===== config.mk =====
export PLATFORM = sky130hd
export DESIGN_NAME = ued_endpoint_descriptor_dma
export DESIGN_NICKNAME = d
export VERILOG_FILES = /design/src/logic/ued_pkg.sv /design/src/logic/ued_endpoint_descriptor_dma.sv
export VERILOG_INCLUDE_DIRS = /design/src /design/src/logic
export SDC_FILE = /design/constraint.sdc
export NUM_CORES = 1
export LEC_CHECK = 0
export BUFFER_PORTS_ARGS = -buffer_cell sky130_fd_sc_hd__clkbuf_2
export CORE_ASPECT_RATIO = 0.7
export CORE_MARGIN = 5
export CORE_UTILIZATION = 37
export CTS_CLUSTER_SIZE = 40
export DETAILED_ROUTE_END_ITERATION = 12
export PLACE_DENSITY_LB_ADDON = 0.12
export SETUP_SLACK_MARGIN = 0.3
export SLEW_MARGIN = 25
export SYNTH_ARGS = -nofsm -noshare
export SYNTH_HDL_FRONTEND = slang
export SYNTH_SLANG_ARGS = --single-unit

===== constraint.sdc =====
create_clock -name ref_clk -period 5.6 [get_ports ref_clk]
set_clock_uncertainty 0.2 [all_clocks]
set_input_delay 0.28 -clock ref_clk [delete_from_list [all_inputs] [get_ports ref_clk]]
set_output_delay 0.28 -clock ref_clk [all_outputs]
set_load 0.1 [all_outputs]

===== src/logic/ued_consts.svh =====
// constants for the endpoint descriptor dma block
`ifndef UED_CONSTS_SVH
`define UED_CONSTS_SVH

// word 0 of an entry: control byte and byte count; word 1: buffer pointer
`define UED_BIT_OWN       7
`define UED_BIT_TOGGLE    6
`define UED_BIT_RETAIN    4
`define UED_BIT_HOLD      3
`define UED_BIT_SYNC      2
`define UED_BCNT_LSB      16
`define UED_BCNT_W        10
`define UED_ENTRY_BYTES   8
`define UED_PAGE_W        23
`define UED_EP_W          4

// register byte offsets on the wishbone slave
`define UED_REG_PAGE      8'h00
`define UED_REG_EPEN      8'h04
`define UED_REG_STAT      8'h08
`define UED_REG_CTRL      8'h0C
`define UED_REG_DONE      8'h10

`define UED_TOK_OUT       4'h1
`define UED_TOK_IN        4'h9
`define UED_TOK_SETUP     4'hD

`endif


===== src/logic/ued_pkg.sv =====
// types for the endpoint descriptor dma block
package ued_pkg;
  typedef enum logic [3:0] {
    UED_IDLE, UED_RD0, UED_RD1, UED_DATA, UED_WB, UED_DONE
  } ued_state_t;
  typedef logic [31:0] ued_word_t;
endpackage


===== src/logic/ued_endpoint_descriptor_dma.sv =====
// endpoint descriptor fetch, data dma and writeback engine with wishbone registers
//
// The Wishbone slave port and the placing of the registers were chosen for this implementation.
`timescale 1ns/100ps
`default_nettype none
`include "ued_consts.svh"

module ued_endpoint_descriptor_dma
  import ued_pkg::*;
(
  input  wire logic             ref_clk,       // 100 MHz clock
  input  wire logic             sys_rst,       // synchronous reset, active high
  input  wire logic             clkEn,         // freezes all state while low
  // wishbone slave
  input  wire logic             wbCyc,         // cycle
  input  wire logic             wbStb,         // strobe
  input  wire logic             wbWe,          // write enable
  input  wire logic [7:0]       wbAdr,         // byte address
  input  wire logic [3:0]       wbSel,         // byte lanes
  input  wire ued_pkg::ued_word_t wbDatI,      // write data
  output var  ued_pkg::ued_word_t wbDatO,      // read data
  output var  logic             wbAck,         // acknowledge
  // token side from the serial engine
  input  wire logic             tokValid,      // token pulse
  input  wire logic [3:0]       tokPid,        // token pid
  input  wire logic [3:0]       tokEp,         // endpoint number
  output var  logic             tokBusy,       // engine busy with a token
  output var  logic             tokSkip,       // pulse: entry not owned, nak
  // byte stream
  input  wire logic [7:0]       rxByte,        // received byte
  input  wire logic             rxValid,       // received byte strobe
  input  wire logic             rxLast,        // end of received packet
  output var  logic [7:0]       txByte,        // byte to transmit
  output var  logic             txValid,       // transmit byte strobe
  input  wire logic             txReady,       // serial engine takes byte
  output var  logic             txToggle,      // data toggle of entry
  // system memory master, one 32-bit access at a time
  output var  logic             memReq,        // request
  output var  logic             memWe,         // write
  output var  logic [31:0]      memAddr,       // byte address
  output var  logic [3:0]       memSel,        // byte lanes
  output var  ued_pkg::ued_word_t memWdata,    // write data
  input  wire ued_pkg::ued_word_t memRdata,    // read data
  input  wire logic             memAck,        // same-clock completion
  output var  logic             token_done_irq // level, cleared by writing DONE
);

  // ---------------------------------------------------------------
  // state
  // ---------------------------------------------------------------
  ued_state_t state_r, state_nxt;
  logic [`UED_PAGE_W-1:0] table_base_page_r;
  logic [15:0] epEn_r;
  logic [31:0] oddSel_r;
  logic [31:0] ctl_r, ptr_r, addr_r;
  logic [`UED_BCNT_W-1:0] cnt_r;
  logic [3:0] pid_r, ep_r;
  logic tx_r, odd_r, stop_r;
  logic [15:0] stat_r;

  wire isTx     = (tokPid == `UED_TOK_IN);
  wire isRx     = (tokPid == `UED_TOK_OUT) || (tokPid == `UED_TOK_SETUP);
  wire [4:0] selIdx = {tokEp, isTx};
  wire [4:0] curIdx = {ep_r, tx_r};

  // page | endpoint | direction | odd | three byte bits, for fetch and writeback
  function automatic logic [31:0] ued_entry_addr(
    input logic [`UED_PAGE_W-1:0] page,
    input logic [`UED_EP_W-1:0]   ep,
    input logic                   tx,
    input logic                   odd
  );
    ued_entry_addr = {page, ep, tx, odd, 3'h0};
  endfunction

  // sixteen bytes per endpoint direction, even entry then odd entry
  wire [31:0] entryAddr = ued_entry_addr(table_base_page_r, ep_r, tx_r, odd_r);
  wire [31:0] fetchAddr = ued_entry_addr(table_base_page_r, tokEp, isTx, oddSel_r[selIdx]);
  wire owned    = memRdata[`UED_BIT_OWN];
  wire retain   = ctl_r[`UED_BIT_RETAIN];
  wire hold     = ctl_r[`UED_BIT_HOLD];
  wire [`UED_BCNT_W-1:0] bcnt = ctl_r[`UED_BCNT_LSB +: `UED_BCNT_W];
  wire countEnd = (cnt_r == bcnt);

  // writeback word keeps toggle, writes pid bits over the flag bits except set retain and hold
  wire [7:0] ctlByte = {retain ? ctl_r[`UED_BIT_OWN] : 1'b0,
                        ctl_r[`UED_BIT_TOGGLE],
                        1'b0,
                        retain ? 1'b1 : pid_r[3],
                        hold   ? 1'b1 : pid_r[2],
                        pid_r[1:0], 1'b0};
  wire [31:0] wbWord = {6'h00, cnt_r, 8'h00, ctlByte};

  // ---------------------------------------------------------------
  // token state machine
  // ---------------------------------------------------------------
  always_comb
  begin
    state_nxt = state_r;
    case (state_r)
      UED_IDLE: if (tokValid && epEn_r[tokEp] && (isTx || isRx)) state_nxt = UED_RD0;
      UED_RD0:  if (memAck) state_nxt = owned ? UED_RD1 : UED_IDLE;
      UED_RD1:  if (memAck) state_nxt = UED_DATA;
      UED_DATA: if (stop_r && !memReq) state_nxt = UED_WB;
      UED_WB:   if (memAck) state_nxt = UED_DONE;
      UED_DONE: state_nxt = UED_IDLE;
      default:  state_nxt = UED_IDLE;
    endcase
  end

  // ---------------------------------------------------------------
  // register read decode
  // ---------------------------------------------------------------
  wire [31:0] rdData;
  assign rdData = (wbAdr == `UED_REG_PAGE) ? {table_base_page_r, 9'h000} :
                  (wbAdr == `UED_REG_EPEN) ? {16'h0000, epEn_r} :
                  (wbAdr == `UED_REG_STAT) ? {16'h0000, stat_r} :
                  (wbAdr == `UED_REG_CTRL) ? {27'h0, state_r == UED_IDLE, 4'h0} :
                  (wbAdr == `UED_REG_DONE) ? {31'h0, token_done_irq} : 32'h0;

  // ---------------------------------------------------------------
  // data path decode
  // ---------------------------------------------------------------
  // one byte per memory access keeps the lanes simple at the cost of bandwidth
  wire [1:0]             lane     = addr_r[1:0];
  wire [7:0]             memByte  = memRdata[lane*8 +: 8];
  wire                   dataStep = rxValid && !stop_r && !countEnd;
  wire [31:0]            nextAddr = hold ? addr_r : addr_r + 32'h1;
  wire [31:0]            wordAddr = {addr_r[31:2], 2'b00};
  wire [`UED_BCNT_W-1:0] cntInc   = cnt_r + 1'b1;

  // ---------------------------------------------------------------
  // events
  // ---------------------------------------------------------------
  wire takeTok  = (state_r == UED_IDLE) && (state_nxt == UED_RD0);
  wire rd0Ack   = (state_r == UED_RD0) && memAck;
  wire rd1Ack   = (state_r == UED_RD1) && memAck;
  wire inData   = (state_r == UED_DATA);
  // transmit fetches the next byte only once the serial engine took the last
  wire txFetch  = inData && tx_r && !memReq && !txValid && !stop_r;
  wire txLoaded = inData && tx_r && !txFetch && memAck;
  wire txTaken  = inData && tx_r && !txFetch && !memAck && txValid && txReady;
  // a received byte beyond the count or during a pending write is clipped
  wire rxDone   = inData && !tx_r && memReq && memAck;
  wire rxStore  = inData && !tx_r && dataStep && !memReq;
  wire rxEnd    = inData && !tx_r && rxLast && !memReq;
  // writeback waits for the last data access so its answer is not mistaken
  wire wbIssue  = inData && stop_r && !memReq;
  wire backAck  = (state_r == UED_WB) && memAck;
  wire busHit   = wbCyc && wbStb && !wbAck;
  wire busWr    = busHit && wbWe;
  wire ctrlClr  = busWr && (wbAdr == `UED_REG_CTRL) && wbSel[0] && wbDatI[0];
  wire doneClr  = busWr && (wbAdr == `UED_REG_DONE) && wbDatI[0];

  // ---------------------------------------------------------------
  // state register
  // ---------------------------------------------------------------
  always_ff @(posedge ref_clk)
  begin
    if (sys_rst)
      state_r <= UED_IDLE;
    else if (clkEn)
      state_r <= state_nxt;
  end

  // ---------------------------------------------------------------
  // token capture
  // ---------------------------------------------------------------
  // fields are latched once so a later pulse cannot move the entry address
  always_ff @(posedge ref_clk)
  begin
    if (sys_rst)
    begin
      pid_r <= 4'h0;
      ep_r  <= 4'h0;
      tx_r  <= 1'b0;
      odd_r <= 1'b0;
    end
    else if (clkEn && takeTok)
    begin
      pid_r <= tokPid;
      ep_r  <= tokEp;
      tx_r  <= isTx;
      odd_r <= oddSel_r[selIdx];
    end
  end

  // ---------------------------------------------------------------
  // entry words
  // ---------------------------------------------------------------
  always_ff @(posedge ref_clk)
  begin
    if (sys_rst)
    begin
      ctl_r    <= '0;
      ptr_r    <= '0;
      txToggle <= 1'b0;
    end
    else if (clkEn)
    begin
      if (rd0Ack)
        ctl_r <= memRdata;
      if (rd1Ack)
      begin
        ptr_r    <= memRdata;
        txToggle <= ctl_r[`UED_BIT_TOGGLE];
      end
    end
  end

  // ---------------------------------------------------------------
  // byte count and buffer address
  // ---------------------------------------------------------------
  always_ff @(posedge ref_clk)
  begin
    if (sys_rst)
    begin
      cnt_r  <= '0;
      addr_r <= '0;
      stop_r <= 1'b0;
    end
    else if (clkEn)
    begin
      if (takeTok)
      begin
        cnt_r  <= '0;
        stop_r <= 1'b0;
      end
      if (rd1Ack)
      begin
        addr_r <= memRdata;
        stop_r <= (bcnt == '0);
      end
      if (txTaken || rxStore)
      begin
        cnt_r  <= cntInc;
        addr_r <= nextAddr;
      end
      if (txTaken)
        stop_r <= (cntInc == bcnt);
      if (rxEnd)
        stop_r <= 1'b1;
    end
  end

  // ---------------------------------------------------------------
  // memory master
  // ---------------------------------------------------------------
  always_ff @(posedge ref_clk)
  begin
    if (sys_rst)
    begin
      memReq   <= 1'b0;
      memWe    <= 1'b0;
      memAddr  <= '0;
      memSel   <= 4'h0;
      memWdata <= '0;
    end
    else if (clkEn)
    begin
      if (takeTok)
      begin
        memReq  <= 1'b1;
        memWe   <= 1'b0;
        memSel  <= 4'hF;
        memAddr <= fetchAddr;
      end
      else if (rd0Ack)
      begin
        // no lock against the processor; an unowned entry just ends the token
        memReq  <= owned;
        memAddr <= entryAddr + 32'h4;
      end
      else if (rd1Ack)
        memReq <= 1'b0;
      else if (wbIssue)
      begin
        memReq   <= 1'b1;
        memWe    <= 1'b1;
        memSel   <= 4'hF;
        memAddr  <= entryAddr;
        memWdata <= wbWord;
      end
      else if (txFetch)
      begin
        memReq  <= 1'b1;
        memWe   <= 1'b0;
        memSel  <= 4'hF;
        memAddr <= wordAddr;
      end
      else if (rxStore)
      begin
        memReq   <= 1'b1;
        memWe    <= 1'b1;
        memAddr  <= wordAddr;
        memSel   <= 4'h1 << lane;
        memWdata <= {4{rxByte}};
      end
      else if (txLoaded || rxDone)
        memReq <= 1'b0;
      else if (backAck)
      begin
        memReq <= 1'b0;
        memWe  <= 1'b0;
      end
    end
  end

  // ---------------------------------------------------------------
  // transmit byte
  // ---------------------------------------------------------------
  always_ff @(posedge ref_clk)
  begin
    if (sys_rst)
    begin
      txByte  <= 8'h00;
      txValid <= 1'b0;
    end
    else if (clkEn)
    begin
      if (txLoaded)
      begin
        txByte  <= memByte;
        txValid <= 1'b1;
      end
      else if (txTaken)
        txValid <= 1'b0;
    end
  end

  // ---------------------------------------------------------------
  // status, selectors and done flag
  // ---------------------------------------------------------------
  always_ff @(posedge ref_clk)
  begin
    if (sys_rst)
    begin
      tokSkip        <= 1'b0;
      tokBusy        <= 1'b0;
      stat_r         <= 16'h0000;
      oddSel_r       <= '0;
      token_done_irq <= 1'b0;
    end
    else if (clkEn)
    begin
      tokSkip <= rd0Ack && !owned;
      tokBusy <= (state_nxt != UED_IDLE);
      if (state_r == UED_DONE)
        stat_r <= {8'h00, ep_r, tx_r, odd_r, 2'b00};
      // the selector flips only after a writeback, so a skipped entry is retried
      if (ctrlClr)
        oddSel_r <= '0;
      else if (backAck)
        oddSel_r[curIdx] <= ~odd_r;
      // set wins over a clear in the same cycle
      if (state_r == UED_DONE)
        token_done_irq <= 1'b1;
      else if (doneClr)
        token_done_irq <= 1'b0;
    end
  end

  // ---------------------------------------------------------------
  // wishbone slave
  // ---------------------------------------------------------------
  // ack one cycle after the strobe and never back to back
  always_ff @(posedge ref_clk)
  begin
    if (sys_rst)
    begin
      wbAck             <= 1'b0;
      wbDatO            <= '0;
      table_base_page_r <= '0;
      epEn_r            <= '0;
    end
    else if (clkEn)
    begin
      wbAck <= busHit;
      if (busHit && !wbWe)
        wbDatO <= rdData;
      if (busWr && (wbAdr == `UED_REG_PAGE) && wbSel[3])
        table_base_page_r <= wbDatI[31:9];
      else if (busWr && (wbAdr == `UED_REG_EPEN) && wbSel[0])
        epEn_r <= wbDatI[15:0];
    end
  end

endmodule

`default_nettype wire


==> impl_metrics.env <==
export IMPL_drc=0
export IMPL_overflow=0
export IMPL_finalWirelength_um=42060
export IMPL_yosys_top_cells_area="dfxtp_1 (42%), a21oi_1 (8.3%), nand2_1 (7.2%)"
export IMPL_grt_use_total_pct=21.96
export IMPL_hold_viol_final=0
export IMPL_numPortBuffers=214
export IMPL_finalCritPeriodShare_pct=66.55
export IMPL_place_ws_ps=2036
export IMPL_fin_crit_ps=3727
export IMPL_post_cts_setup_buffers=0
export IMPL_p_leak_uw=0.005579
export IMPL_final_common_cell="dfxtp_1"
export IMPL_numCtsBuffers=28
export IMPL_vias_per_cell=5.506
export IMPL_hold_buffers=90
export IMPL_crit_top_cell="nand2_1"
export IMPL_place_congestion=0.8513
export IMPL_drv_cap=0
export IMPL_ys_seq_area_share_pct=41.55
export IMPL_rsz0062_at_grt="false"
export IMPL_die_h_um=162.2
export IMPL_drtPass1Iterations=6
export IMPL_cts_clk_slew_worst_paths_ps=60
export IMPL_grt_pass1_vias=11230
export IMPL_die_area_sq_um=36880
export IMPL_cts_tree="built"
export IMPL_start_util_pct=37.68
export IMPL_setup_tns_ps=0
export IMPL_routedWlPerCell_um=19.24
export IMPL_num_rows=55
export IMPL_slowest_stage="dfxtp_1"
export IMPL_yosysTopAreaCell="dfxtp_1"
export IMPL_hpwl_um=29020
export IMPL_cp_arrival_ps=4010
export IMPL_die_w_um=227.4
export IMPL_cts_buffer_depth=3
export IMPL_holdWs_ps=17.32
export IMPL_synth_edf_count=0
export IMPL_core_area_sq_um=32480
export IMPL_clkLatencyLatePin_ps=570
export IMPL_slowest_delay_ps=730
export IMPL_cts_sinks=254
export IMPL_yosys_warnings=0
export IMPL_synthArstFlopShare_pct=0
export IMPL_setup_ws_ps=1873
export IMPL_cts_resized_gates=0
export IMPL_synth_seq_cells=254
export IMPL_ys_flop_type="dfxtp_1"
export IMPL_syn2layout_area_growth_pct=24.53
export IMPL_syn_avg_cell_area_sq_um=8.042
export IMPL_antenna_found_initial=0
export IMPL_timing_fmax_mhz=268.3
export IMPL_slew_limit_headroom_pct=19.83
export IMPL_drt_iter0_drc=1230
export IMPL_cts_htree_levels=1
export IMPL_tightest_slew_ps=1203
export IMPL_critPathKind="reg -> reg"
export IMPL_grt_max_degree=207
export IMPL_final_setup_viol_count=0
export IMPL_syn_instance_count=1522
export IMPL_synth_distinct_cells=78
export IMPL_status="finished clean"
export IMPL_fin_util_pct=46.93
export IMPL_cts_root_buf="clkbuf_16"
export IMPL_io_pins=219
export IMPL_drive_gt1_share_pct=17.86
export IMPL_crit_path_end_kind="flip-flop"
export IMPL_synth_area_sq_um=12240
export IMPL_synth_top_area_share_pct=41.55
export IMPL_grt_first_pass_wirelength_um=65320
export IMPL_cp_max_fo=13
export IMPL_num_vias=12040
export IMPL_drv_slew=0
export IMPL_cp_start_kind="flip-flop"
export IMPL_drtAntennaViolNets=0
export IMPL_peakVddDrop_mv=0.2241
export IMPL_worstPathRequired_ps=5890
export IMPL_min_path_type="in -> reg"
export IMPL_powerDensity_nw_per_um2=267.0
export IMPL_crit_chain="ha_1 > nand2_1 > or4_1 > or2_2 > nor2_1 > nand2_1 > nand2_1 > a21oi_1 > a211oi_1 > dlygate4sd3_1"
export IMPL_nets=1848
export IMPL_layout_common_cells="dfxtp_1 (254), nand2_1 (234), clkbuf_2 (213)"
per-layer routing:
metal | track usage [%] | vias up | part of all wire (%)
met4 | 3.043 | 0 | 1.3
met3 | 4.047 | 42 | 6.9
li1 | - | 5858 | -
met5 | 0 | - | 0
met1 | 34.56 | 5760 | 49
met2 | 31.75 | 377 | 43
power by group:
group | switching (uW) | internal [uW]
Sequential | 24.1 | 1830
Combinational | 274 | 135
Clock | 764 | 1040
Total | 1060 | 3010
stage by stage:
| stage | total power (uW) | cell area (sq um) | instances |
|---|---|---|---|
| 2_1_floorplan | 2134 | 12240 | 1523 |
| 3_3_place_gp | 2252 | 13430 | 2047 |
| 3_5_place_dp | 2252 | 13430 | 2047 |
| 4_1_cts | 4109 | 15210 | 2185 |
| 5_1_grt | 4221 | 15240 | 2185 |
| 6_report | 4070 | 15240 | 2186 |
sequential cells by signal (all words and copies together), names as in the netlist, 4 cells and up:
name / flops
wbDatO: 32
txByte: 8
pid_r: 4
table_base_page_r: 23
memSel: 4
epEn_r: 16
memWdata: 24
cnt_r: 10
addr_r: 32
ctl_r: 14
oddSel_r: 32
memAddr: 30
stat_r: 6
ep_r: 4
state_r: 4
cell families after synthesis:
family	synth area share, %
adders and majority gates	0.5111
and+or+nand+nor	22.20
muxes	7.647
buffers and inverters	5.459
DFF	41.55
AOI/OAI and AO/OA	21.17
other	0.03064
xor gates and xnor gates	1.431
cell type report:
cell class	count	area, sq um
diodes	1	2.502
clock buffers	44	820.8
clock inverters	4	60.06
fillers	3221	17240
inverters	26	97.59
multi-input cells	1114	6561
flip-flops and latches	254	5085
well taps	427	534.3
repair buffers	316	2081
worst paths after layout:
check | start | end | slack (ps) | cells after the start
min | tokEp[0] | ep_r[0] | 20 | 3
max | addr_r[0] | addr_r[28] | 1870 | 10
max reg2reg | addr_r[0] | addr_r[28] | 1870 | 10
min reg2reg | pid_r[0] | pid_r[0] | 250 | 2
worst max-delay path: cells and delay by family, from the launching register on:
kind	cells	cell delay, ps
simple gates	6	1470
flops	1	730
buf+inv	1	570
fa+ha+maj	1	390
compound gates	2	310
Yosys cell counts, types with 3 or more instances:
| master | n |
|---|---|
| dfxtp_1 | 254 |
| nand2_1 | 234 |
| a21oi_1 | 203 |
| nor2_1 | 163 |
| clkbuf_1 | 86 |
| o21ai_0 | 63 |
| mux2i_1 | 62 |
| a211oi_1 | 53 |
| nor3_1 | 53 |
| nand3_1 | 35 |
| inv_1 | 25 |
| buf_2 | 21 |
| a22oi_1 | 20 |
| buf_4 | 16 |
| o32ai_1 | 14 |
| a221oi_1 | 13 |
| or3_1 | 13 |
| xnor2_1 | 13 |
| mux4_2 | 11 |
| and2_1 | 10 |
| and3_1 | 10 |
| o211ai_1 | 10 |
| a311oi_1 | 9 |
| nand4_1 | 9 |
| nor4_1 | 9 |
| nand2b_1 | 8 |
| nor2b_1 | 8 |
| xor2_1 | 7 |
| buf_1 | 6 |
| and3b_1 | 5 |
| ha_1 | 5 |
| mux2_2 | 5 |
| nor3b_1 | 5 |
| nor4b_2 | 4 |
| or2_2 | 4 |
| o21ai_1 | 3 |
| or4_1 | 3 |
Note: power is estimated with default switching activity, not from simulation.
